## config.mk

```make
export PLATFORM = sky130hd
export DESIGN_NAME = pld_lock_detect
export DESIGN_NICKNAME = d
export VERILOG_FILES = /design/src/hw/pld_pkg.sv /design/src/hw/pld_win_calc.sv /design/src/hw/pld_phase_det.sv /design/src/hw/pld_lock_detect.sv
export SDC_FILE = /design/constraint.sdc
export NUM_CORES = 1
export LEC_CHECK = 0
export ABC_CLOCK_PERIOD_IN_PS = 5000
export BUFFER_PORTS_ARGS = -buffer_cell sky130_fd_sc_hd__buf_2
export CAP_MARGIN = 10
export CORE_MARGIN = 2
export CORE_UTILIZATION = 40
export CTS_BUF_LIST = sky130_fd_sc_hd__clkbuf_8
export CTS_CLUSTER_SIZE = 40
export DETAILED_ROUTE_END_ITERATION = 7
export PLACE_DENSITY = 0.65
export SYNTH_ARGS = -nofsm -noshare
export SYNTH_HDL_FRONTEND = slang
export SYNTH_HIERARCHICAL = 1
export SYNTH_SLANG_ARGS = --single-unit
```

## constraint.sdc

```tcl
create_clock -name CLOCK_IN -period 5 [get_ports CLOCK_IN]
set_clock_uncertainty 0.15 [all_clocks]
set_input_delay 0.25 -clock CLOCK_IN [delete_from_list [all_inputs] [get_ports CLOCK_IN]]
set_output_delay 0.25 -clock CLOCK_IN [all_outputs]
set_load 0.05 [all_outputs]
```

## src/hw/pld_pkg.sv

```systemverilog
// Shared constants and types for the lock detect and phase detector block
package pld_pkg;

  // Feedback divider ratio limits
  localparam int          RATIO_W        = 17;
  localparam logic [16:0] FRAC_RATIO_MIN = 17'h00024;
  localparam logic [16:0] FRAC_RATIO_MAX = 17'h0ffff;
  localparam logic [16:0] INT_RATIO_MIN  = 17'h00020;
  localparam logic [16:0] INT_RATIO_MAX  = 17'h1001f;

  // Clock and analog one-shot timing
  localparam int CLK_PERIOD_PS      = 50000;
  localparam int ANALOG_HALF_WIN_NS = 10;
  localparam int ANALOG_HALF_RAW    =
    (ANALOG_HALF_WIN_NS * 1000) / CLK_PERIOD_PS;
  localparam int ANALOG_HALF_CYC    =
    (ANALOG_HALF_RAW < 1) ? 1 : ANALOG_HALF_RAW;

  // Window and counter widths
  localparam int WIN_W = 16;
  localparam int CFG_W = 4;
  localparam int DUR_W = 8;
  localparam int CNT_W = 16;

  // Window constants
  localparam logic [WIN_W-1:0] WIN_ZERO      = 16'h0000;
  localparam logic [WIN_W-1:0] WIN_SAT       = 16'hffff;
  localparam logic [WIN_W-1:0] WIN_ONE       = 16'h0001;
  localparam logic [WIN_W-1:0] RING_BASE_CYC = 16'h0001;
  localparam logic [WIN_W-1:0] ANALOG_WIDTH  = WIN_W'(2 * ANALOG_HALF_CYC);

  // Window limits in clock cycles around the reference edge
  typedef struct packed {
    logic [WIN_W-1:0] early;
    logic [WIN_W-1:0] late;
  } pld_win_lim_t;

  // Charge pump requests
  typedef struct packed {
    logic up;
    logic dn;
  } pld_pump_t;

  typedef enum logic [1:0] {
    PLD_PFD_IDLE = 2'b00,
    PLD_PFD_UP   = 2'b01,
    PLD_PFD_DN   = 2'b10
  } pld_pfd_state_t;

endpackage : pld_pkg

```

## src/hw/pld_win_calc.sv

```systemverilog
// Lock window limit generator
`timescale 1ns/1ps
module pld_win_calc
  import pld_pkg::*;
(
  // Clock and reset
  input  wire logic             clk_in,
  input  wire logic             srst_in,
  // Window controls
  input  wire logic             ring_sel_in,
  input  wire logic [CFG_W-1:0] ring_cfg_in,
  input  wire logic [DUR_W-1:0] duration_in,
  input  wire logic             asym_en_in,
  input  wire logic             asym_delay_in,
  // Window limits
  output pld_win_lim_t          lim_out
);

  logic [WIN_W-1:0] width;
  pld_win_lim_t     nxt_lim;
  pld_win_lim_t     lim_ff;

  always_comb
  begin
    if (ring_sel_in)
      width = WIN_W'(duration_in) * (WIN_W'(ring_cfg_in) + RING_BASE_CYC);
    else
      width = ANALOG_WIDTH;
    if (asym_en_in && asym_delay_in)
    begin
      nxt_lim.early = WIN_ZERO;
      nxt_lim.late  = width;
    end
    else if (asym_en_in)
    begin
      nxt_lim.early = width;
      nxt_lim.late  = WIN_ZERO;
    end
    else
    begin
      nxt_lim.early = width >> 1;
      nxt_lim.late  = width >> 1;
    end
  end

  always_ff @(posedge clk_in)
  begin
    if (srst_in)
      lim_ff <= '0;
    else
      lim_ff <= nxt_lim;
  end

  assign lim_out = lim_ff;
endmodule : pld_win_calc

```

## src/hw/pld_phase_det.sv

```systemverilog
// Phase frequency detector with polarity swap and output masking
`timescale 1ns/1ps
module pld_phase_det
  import pld_pkg::*;
(
  // Clock and reset
  input  wire logic clk_in,
  input  wire logic srst_in,
  // Divided edges
  input  wire logic ref_edge_in,
  input  wire logic vco_edge_in,
  // Controls
  input  wire logic invert_in,
  input  wire logic up_en_in,
  input  wire logic dn_en_in,
  // Pump requests
  output pld_pump_t pump_out,
  output logic      tristate_out
);

  pld_pfd_state_t state_ff;
  pld_pfd_state_t nxt_state;
  pld_pump_t      raw;
  pld_pump_t      pump_ff;
  logic           tristate_ff;

  // Leading edge opens a request; the lagging edge closes it
  always_comb
  begin
    nxt_state = state_ff;
    unique case (state_ff)
      PLD_PFD_IDLE:
        if (ref_edge_in && !vco_edge_in)
          nxt_state = PLD_PFD_UP;
        else if (vco_edge_in && !ref_edge_in)
          nxt_state = PLD_PFD_DN;
      PLD_PFD_UP:
        if (vco_edge_in)
          nxt_state = PLD_PFD_IDLE;
      PLD_PFD_DN:
        if (ref_edge_in)
          nxt_state = PLD_PFD_IDLE;
      default:
        nxt_state = PLD_PFD_IDLE;
    endcase
  end

  always_comb
  begin
    raw.up = (nxt_state == PLD_PFD_UP);
    raw.dn = (nxt_state == PLD_PFD_DN);
  end

  always_ff @(posedge clk_in)
  begin
    if (srst_in)
      state_ff <= PLD_PFD_IDLE;
    else
      state_ff <= nxt_state;
  end

  always_ff @(posedge clk_in)
  begin
    if (srst_in)
      pump_ff <= '0;
    else
    begin
      pump_ff.up <= (invert_in ? raw.dn : raw.up) && up_en_in;
      pump_ff.dn <= (invert_in ? raw.up : raw.dn) && dn_en_in;
    end
  end

  always_ff @(posedge clk_in)
  begin
    if (srst_in)
      tristate_ff <= 1'b0;
    else
      tristate_ff <= !up_en_in && !dn_en_in;
  end

  assign pump_out     = pump_ff;
  assign tristate_out = tristate_ff;
endmodule : pld_phase_det

```

## src/hw/pld_lock_detect.sv

```systemverilog
// Phase detector control and lock detector top level
`timescale 1ns/1ps
module pld_lock_detect
  import pld_pkg::*;
#(
  parameter int COUNT_W = CNT_W
)
(
  // Clock and reset
  input  wire logic               CLOCK_IN,
  input  wire logic               SRST_IN,
  // Divided edges, one-cycle pulses
  input  wire logic               REF_EDGE_IN,
  input  wire logic               VCO_EDGE_IN,
  // Divider configuration
  input  wire logic               FRAC_MODE_IN,
  input  wire logic [RATIO_W-1:0] DIVIDE_RATIO_IN,
  // Phase detector controls
  input  wire logic               PHASE_INVERT_IN,
  input  wire logic               UP_REQUEST_ENABLE_IN,
  input  wire logic               DOWN_REQUEST_ENABLE_IN,
  // Lock detector controls
  input  wire logic               LOCK_DETECT_ENABLE_IN,
  input  wire logic               RING_ONESHOT_SELECT_IN,
  input  wire logic [CFG_W-1:0]   RING_OSC_CFG_IN,
  input  wire logic [DUR_W-1:0]   ONESHOT_DURATION_IN,
  input  wire logic [COUNT_W-1:0] LOCK_COUNT_MAX_IN,
  input  wire logic               WIN_ASYM_ENABLE_IN,
  input  wire logic               WIN_ASYM_DELAY_SEL_IN,
  // Shared pin controls
  input  wire logic               LOCK_OUTPUT_ENABLE_IN,
  input  wire logic               SERIAL_READ_ACTIVE_IN,
  input  wire logic               SERIAL_DATA_IN,
  // Charge pump requests
  output logic                    PUMP_UP_OUT,
  output logic                    PUMP_DOWN_OUT,
  output logic                    PUMP_TRISTATE_OUT,
  // Status
  output logic                    RATIO_VALID_OUT,
  output logic                    LOCK_STATUS_OUT,
  // Shared lock or serial out pin
  output logic                    LOCK_OR_SERIAL_OUT_PIN_OUT,
  output logic                    LOCK_OR_SERIAL_OUT_PIN_OE_N_OUT
);

  if (COUNT_W < 2 || COUNT_W > 31)
  begin : g_bad_count_w
    $error("COUNT_W must lie between 2 and 31");
  end

  localparam logic [COUNT_W-1:0] CNT_ZERO = '0;
  localparam logic [COUNT_W-1:0] CNT_ONE  = COUNT_W'(1);

  // Saturating increment for the cycle distance counters
  function automatic logic [WIN_W-1:0] sat_inc(input logic [WIN_W-1:0] v);
    sat_inc = (v == WIN_SAT) ? WIN_SAT : v + WIN_ONE;
  endfunction : sat_inc

  // Divider ratio legality for the selected mode
  function automatic logic ratio_ok(input logic             frac,
                                    input logic [RATIO_W-1:0] r);
    if (frac)
      ratio_ok = (r >= FRAC_RATIO_MIN) && (r <= FRAC_RATIO_MAX);
    else
      ratio_ok = (r >= INT_RATIO_MIN) && (r <= INT_RATIO_MAX);
  endfunction : ratio_ok

  pld_pump_t        pump;
  logic             tristate;
  pld_win_lim_t     lim;

  logic             ratio_ok_ff;
  logic [WIN_W-1:0] since_ref_ff;
  logic [WIN_W-1:0] nxt_since_ref;
  logic             pend_ff;
  logic             nxt_pend;
  logic [WIN_W-1:0] wait_ff;
  logic [WIN_W-1:0] nxt_wait;
  logic             hit;
  logic             miss;
  logic             late_hit;
  logic             early_hit;
  logic             early_miss;
  logic [COUNT_W-1:0] count_ff;
  logic [COUNT_W-1:0] nxt_count;
  logic [COUNT_W-1:0] count_max;
  logic             lock_ff;
  logic             nxt_lock;
  logic             pin_ff;
  logic             pin_oe_n_ff;

  pld_phase_det u_phase_det (
    .clk_in       (CLOCK_IN),
    .srst_in      (SRST_IN),
    .ref_edge_in  (REF_EDGE_IN),
    .vco_edge_in  (VCO_EDGE_IN),
    .invert_in    (PHASE_INVERT_IN),
    .up_en_in     (UP_REQUEST_ENABLE_IN),
    .dn_en_in     (DOWN_REQUEST_ENABLE_IN),
    .pump_out     (pump),
    .tristate_out (tristate)
  );

  pld_win_calc u_win_calc (
    .clk_in        (CLOCK_IN),
    .srst_in       (SRST_IN),
    .ring_sel_in   (RING_ONESHOT_SELECT_IN),
    .ring_cfg_in   (RING_OSC_CFG_IN),
    .duration_in   (ONESHOT_DURATION_IN),
    .asym_en_in    (WIN_ASYM_ENABLE_IN),
    .asym_delay_in (WIN_ASYM_DELAY_SEL_IN),
    .lim_out       (lim)
  );

  // Divider ratio check
  always_ff @(posedge CLOCK_IN)
  begin
    if (SRST_IN)
      ratio_ok_ff <= 1'b0;
    else
      ratio_ok_ff <= ratio_ok(FRAC_MODE_IN, DIVIDE_RATIO_IN);
  end

  // Cycles since the last reference edge; saturated means none seen
  always_comb
  begin
    if (REF_EDGE_IN)
      nxt_since_ref = WIN_ONE;
    else
      nxt_since_ref = sat_inc(since_ref_ff);
  end

  always_ff @(posedge CLOCK_IN)
  begin
    if (SRST_IN || !LOCK_DETECT_ENABLE_IN)
      since_ref_ff <= WIN_SAT;
    else
      since_ref_ff <= nxt_since_ref;
  end

  // Window judgement of each feedback edge
  always_comb
  begin
    late_hit   = VCO_EDGE_IN &&
                 (REF_EDGE_IN || since_ref_ff <= lim.late);
    early_hit  = pend_ff && REF_EDGE_IN && wait_ff <= lim.early;
    early_miss = pend_ff && !early_hit &&
                 (VCO_EDGE_IN || wait_ff >= lim.early);
    nxt_pend   = pend_ff && !early_hit && !early_miss;
    nxt_wait   = sat_inc(wait_ff);
    miss       = early_miss;
    if (VCO_EDGE_IN && !late_hit)
    begin
      if (lim.early == WIN_ZERO)
        miss = 1'b1;
      else
      begin
        nxt_pend = 1'b1;
        nxt_wait = WIN_ONE;
      end
    end
    hit = late_hit || early_hit;
  end

  always_ff @(posedge CLOCK_IN)
  begin
    if (SRST_IN || !LOCK_DETECT_ENABLE_IN)
      pend_ff <= 1'b0;
    else
      pend_ff <= nxt_pend;
  end

  always_ff @(posedge CLOCK_IN)
  begin
    if (SRST_IN)
      wait_ff <= WIN_ZERO;
    else
      wait_ff <= nxt_wait;
  end

  // Consecutive hit run and lock flag
  always_comb
  begin
    count_max = (LOCK_COUNT_MAX_IN == CNT_ZERO) ? CNT_ONE : LOCK_COUNT_MAX_IN;
    nxt_count = count_ff;
    nxt_lock  = lock_ff;
    if (miss)
    begin
      nxt_count = hit ? CNT_ONE : CNT_ZERO;
      nxt_lock  = 1'b0;
    end
    else if (hit)
    begin
      if (count_ff < count_max)
        nxt_count = count_ff + CNT_ONE;
      // Compare below the limit so a full-width run cannot wrap to zero
      nxt_lock = lock_ff || (count_ff >= count_max - CNT_ONE);
    end
  end

  always_ff @(posedge CLOCK_IN)
  begin
    if (SRST_IN || !LOCK_DETECT_ENABLE_IN)
      count_ff <= CNT_ZERO;
    else
      count_ff <= nxt_count;
  end

  always_ff @(posedge CLOCK_IN)
  begin
    if (SRST_IN || !LOCK_DETECT_ENABLE_IN)
      lock_ff <= 1'b0;
    else
      lock_ff <= nxt_lock;
  end

  // Shared pin: serial data wins during a read
  always_ff @(posedge CLOCK_IN)
  begin
    if (SRST_IN)
      pin_ff <= 1'b0;
    else if (SERIAL_READ_ACTIVE_IN)
      pin_ff <= SERIAL_DATA_IN;
    else if (LOCK_OUTPUT_ENABLE_IN)
      pin_ff <= lock_ff;
    else
      pin_ff <= 1'b0;
  end

  always_ff @(posedge CLOCK_IN)
  begin
    if (SRST_IN)
      pin_oe_n_ff <= 1'b1;
    else
      pin_oe_n_ff <= !(SERIAL_READ_ACTIVE_IN || LOCK_OUTPUT_ENABLE_IN);
  end

  assign PUMP_UP_OUT                     = pump.up;
  assign PUMP_DOWN_OUT                   = pump.dn;
  assign PUMP_TRISTATE_OUT               = tristate;
  assign RATIO_VALID_OUT                 = ratio_ok_ff;
  assign LOCK_STATUS_OUT                 = lock_ff;
  assign LOCK_OR_SERIAL_OUT_PIN_OUT      = pin_ff;
  assign LOCK_OR_SERIAL_OUT_PIN_OE_N_OUT = pin_oe_n_ff;
endmodule : pld_lock_detect

```

==> flow_metrics.py <==
metrics = {
    "clocking": {
        "clockBufferDepth": 2,
        "cts_post_setup_buffers_inserted": 0,
        "root_buffer": "clkbuf_8",
        "htree_levels": 3,
        "clk_latency_ns": 0.37,
        "clkTransAtPathRegs_ns": 0.09,
        "cts.sinks": 84,
        "numCtsBuffers": 9,
        "cts_tree": "built",
    },
    "floorplan": {
        "initial_core_util": 0.409,
        "die_y_um": 134,
        "die_area_mm2": 0.0180,
        "die_x_um": 134,
        "num_rows": 47,
        "core_mm2": 0.0166,
        "io-pin-count": 67,
    },
    "critical_path": {
        "max_stage_delay_ns": 0.55,
        "cp.required_ns": 5.09,
        "cp_data_arrival_time_ns": 4.42,
        "start_kind": "input port",
        "worst-r2r-cell-count": 8,
        "r2r_start": "u_win_calc/lim_out[27]$_SDFF_PP0_",
        "crit_type": "input port to flip-flop",
        "startpoint": "RING_OSC_CFG_IN[0]",
        "cp_common_cell": "fa_1",
        "reg2reg_to": "count_ff[1]$_SDFFE_PP0P_",
        "cp_cell_sequence": "buf_2 -> ha_1 -> and3_1 -> nand2_1 -> fa_1 -> fa_1 -> fa_1 -> inv_1 -> ha_1 -> nor2b_4 -> o31a_1 -> or2_1 -> a221oi_2 -> xor2_1 -> o21ai_0",
        "slowest_stage": "fa_1",
        "cp-end-kind": "flip-flop",
        "ff2ff_setup_slack_ns": 1.65,
        "critPathMaxFanout": 10,
        "endpoint": "u_win_calc/lim_out[9]$_SDFF_PP0_",
    },
    "pwr": {
        "intPower_w": 0.00121,
        "peakVddDrop_uv": 137,
        "p_sw_w": 0.000657,
        "pwr-share-seq": 0.394,
        "clock_power_share": 0.272,
        "leakagePower_nw": 3.29,
        "powerDensity_mw_per_mm2": 246,
        "swShare": 0.353,
        "p_total_w": 0.00186,
        "p_comb_frac": 0.334,
    },
    "routing": {
        "routed_via_density": 5.26,
        "antenna_left": 0,
        "drtIter0Drc": 280,
        "wl_per_cell_um": 13.0,
        "num_vias": 5815,
        "drt-pass1-iter-count": 4,
        "drc": 0,
        "routed_wl_um": 14300,
    },
    "global_route": {
        "overflow": 0,
        "grt_pass1_wl_um": 24700,
        "grt.total_usage": 0.164,
        "antenna_found_initial": 0,
        "grt_pass1_vias": 5419,
        "grt_max_degree": 31,
    },
    "sta": {
        "fin_ws_ns": 0.676,
        "relSlewSlack": 0.308,
        "finalSetupViolations": 0,
        "maxSlewViolCount": 0,
        "holdWs_ns": 0.0373,
        "worst_pin_slew_ns": 1.04,
        "fin_setup_tns_ns": 0,
        "finalCritPeriodShare": 0.865,
        "rsz0062_at_grt": "false",
        "fin_crit_ns": 4.32,
        "hold_viol": 0,
        "fmax_mhz": 231,
    },
    "placement": {
        "dpl.hpwl_um": 11300,
        "place_congestion": 0.802,
        "place_ws_ns": 0.288,
        "port_buffers": 64,
        "dpl.cell_count": 1083,
    },
    "run": {
        "max_cap_violations": 0,
    },
    "finish": {
        "insertedDiodeCount": 0,
        "drive_gt1_frac": 0.116,
        "nNetsFinal": 1049,
        "synthToLayoutAreaGrowth_pct": 11.6,
        "finalNonFillerCells": 1106,
    },
    "synthesis": {
        "synth_edf_count": 0,
        "synth_flop_cell": "dfxtp_1",
        "synth_area_mm2": 0.00678,
        "synth_cells": 814,
        "synth.ff_latch_count": 84,
        "synth_warnings": 6,
        "ys_async_sr_fraction": 0,
        "ys_types": 71,
        "ys_seq_area_frac": 0.248,
        "synth_area_per_cell_um2": 8.33,
    },
    "status": {
        "status": "finished, final reports clean",
    },
    "worst_hold_path": {
        "hp-class": "input port to flip-flop",
    },
}
-- cell usage after synthesis, types with 3 or more instances --
cell,n,share of area
a211oi_1,5,0.0055
a21o_1,12,0.013
a21oi_1,53,0.039
a31o_2,3,0.0039
a31oi_1,5,0.0046
and2_1,25,0.023
and3_1,8,0.0074
buf_4,6,0.0066
clkbuf_1,13,0.0072
dfxtp_1,84,0.25
fa_1,18,0.053
ha_1,90,0.17
inv_1,85,0.047
mux2i_1,7,0.010
nand2_1,57,0.032
nand2b_1,14,0.013
nand3_1,27,0.020
nand4_1,24,0.022
nor2_1,54,0.030
nor2b_1,15,0.014
nor3_1,14,0.010
nor3b_1,5,0.0055
nor4_1,11,0.010
o2111ai_1,3,0.0039
o21a_1,7,0.0077
o21ai_0,27,0.020
o21ai_1,9,0.0066
o22ai_1,6,0.0055
o31ai_1,10,0.011
or3_1,8,0.0074
or3b_1,3,0.0039
or4_1,13,0.014
xnor2_1,28,0.036
xor2_1,13,0.017
-- worst min-delay path by stage --
stage | startpoint | to | slack, ns | depth (start not counted)
floorplan | SRST_IN | wait_ff[0]$_SDFF_PP0_ | 0.17 | 1
global placement | DOWN_REQUEST_ENABLE_IN | u_phase_det/tristate_out$_SDFF_PP0_ | 0.30 | 2
detailed placement | UP_REQUEST_ENABLE_IN | u_phase_det/tristate_out$_SDFF_PP0_ | 0.30 | 2
CTS | SERIAL_READ_ACTIVE_IN | LOCK_OR_SERIAL_OUT_PIN_OUT$_SDFF_PP0_ | 0.0003 | 3
global route | SERIAL_READ_ACTIVE_IN | LOCK_OR_SERIAL_OUT_PIN_OUT$_SDFF_PP0_ | 0.02 | 3
finish | SERIAL_READ_ACTIVE_IN | LOCK_OR_SERIAL_OUT_PIN_OUT$_SDFF_PP0_ | 0.04 | 3
-- routing by layer --
| metal | track usage | part of all wire | vias up |
|---|---|---|---|
| li1 | - | - | 3028 |
| met1 | 0.221 | 0.49 | 2714 |
| met2 | 0.275 | 0.47 | 56 |
| met3 | 0.0212 | 0.021 | 17 |
| met4 | 0.0485 | 0.016 | 0 |
| met5 | 0 | 0 | - |
-- cell usage in the layout (no fill, tap or decap), types with 3 or more instances in the layout --
master,instances
a211oi_1,5
a21o_1,12
a21oi_1,53
a31o_2,3
a31oi_1,5
and2_1,25
and3_1,8
buf_2,64
buf_4,3
clkbuf_8,9
conb_1,6
dfxtp_1,84
dlygate4sd3_1,7
fa_1,18
ha_1,90
inv_1,85
inv_6,3
mux2i_1,7
nand2_1,57
nand2b_1,14
nand3_1,27
nand4_1,24
nor2_1,54
nor2b_1,15
nor3_1,14
nor3b_1,5
nor4_1,11
o2111ai_1,3
o21a_1,7
o21ai_0,27
o21ai_1,9
o22ai_1,6
o31ai_1,10
or3_1,8
or3b_1,3
or4_1,13
xnor2_1,28
xor2_1,13
-- stage by stage --
stage	cell area [µm²]	utilization
2_1_floorplan	6800	-
3_3_place_gp	7290	0.440
3_5_place_dp	7290	0.440
4_1_cts	7570	0.456
5_1_grt	7570	0.456
6_report	7570	0.456
-- area by class of cell --
cell class                 instances  area [µm²]
fill                            1668        9010
clock buffer                       9         124
multi-input combinational        626        4670
timing repair buffer              74         413
tap                              220         275
sequential                        84        1680
clock inverter                     7        82.6
inverter                          86         323
-- sequential cells by signal, indices dropped and copies added (netlist names), 2 cells and up --
| signal | cells |
|---|---|
| wait_ff | 16 |
| u_win_calc/lim_out | 26 |
| count_ff | 16 |
| u_phase_det/state_ff | 2 |
| u_phase_det/pump_out | 2 |
| since_ref_ff | 16 |
-- worst max-delay path: cells and delay by family --
family | cells | cell delay, ns
buf+inv | 2 | 0.22
simple gates | 4 | 0.83
xor+xnor | 1 | 0.27
compound gates | 3 | 0.70
fa+ha+maj | 5 | 2.15
-- power groups by stage --
stage	Clock (W)	Sequential (W)	Combinational, W
global placement	0	0.000750	0.000607
CTS	0.000526	0.000735	0.000626
floorplan	0	0.000750	0.000478
finish	0.000507	0.000735	0.000622
global route	0.000550	0.000741	0.000714
detailed placement	0	0.000751	0.000617
-- kinds of logic (layout without fill, tap and decap cells) --
| logic type | count (synthesis) | after routing | synth area share |
|---|---|---|---|
| AOI/OAI and AO/OA | 168 | 168 | 0.165 |
| other | 1 | 6 | 0.000553 |
| xor gates and xnor gates | 41 | 41 | 0.0529 |
| DFF | 84 | 84 | 0.248 |
| adders and majority gates | 108 | 108 | 0.219 |
| and+or+nand+nor | 295 | 295 | 0.236 |
| buffers and inverters | 109 | 176 | 0.0662 |
| muxes | 8 | 8 | 0.0120 |
-- repair_timing --
action                                 4_1_cts  5_1_grt
endpoints found under the hold margin        4        0
resized for setup                            0        0
hold buffers                                 7        0
Note: power is estimated with default switching activity, not from simulation.
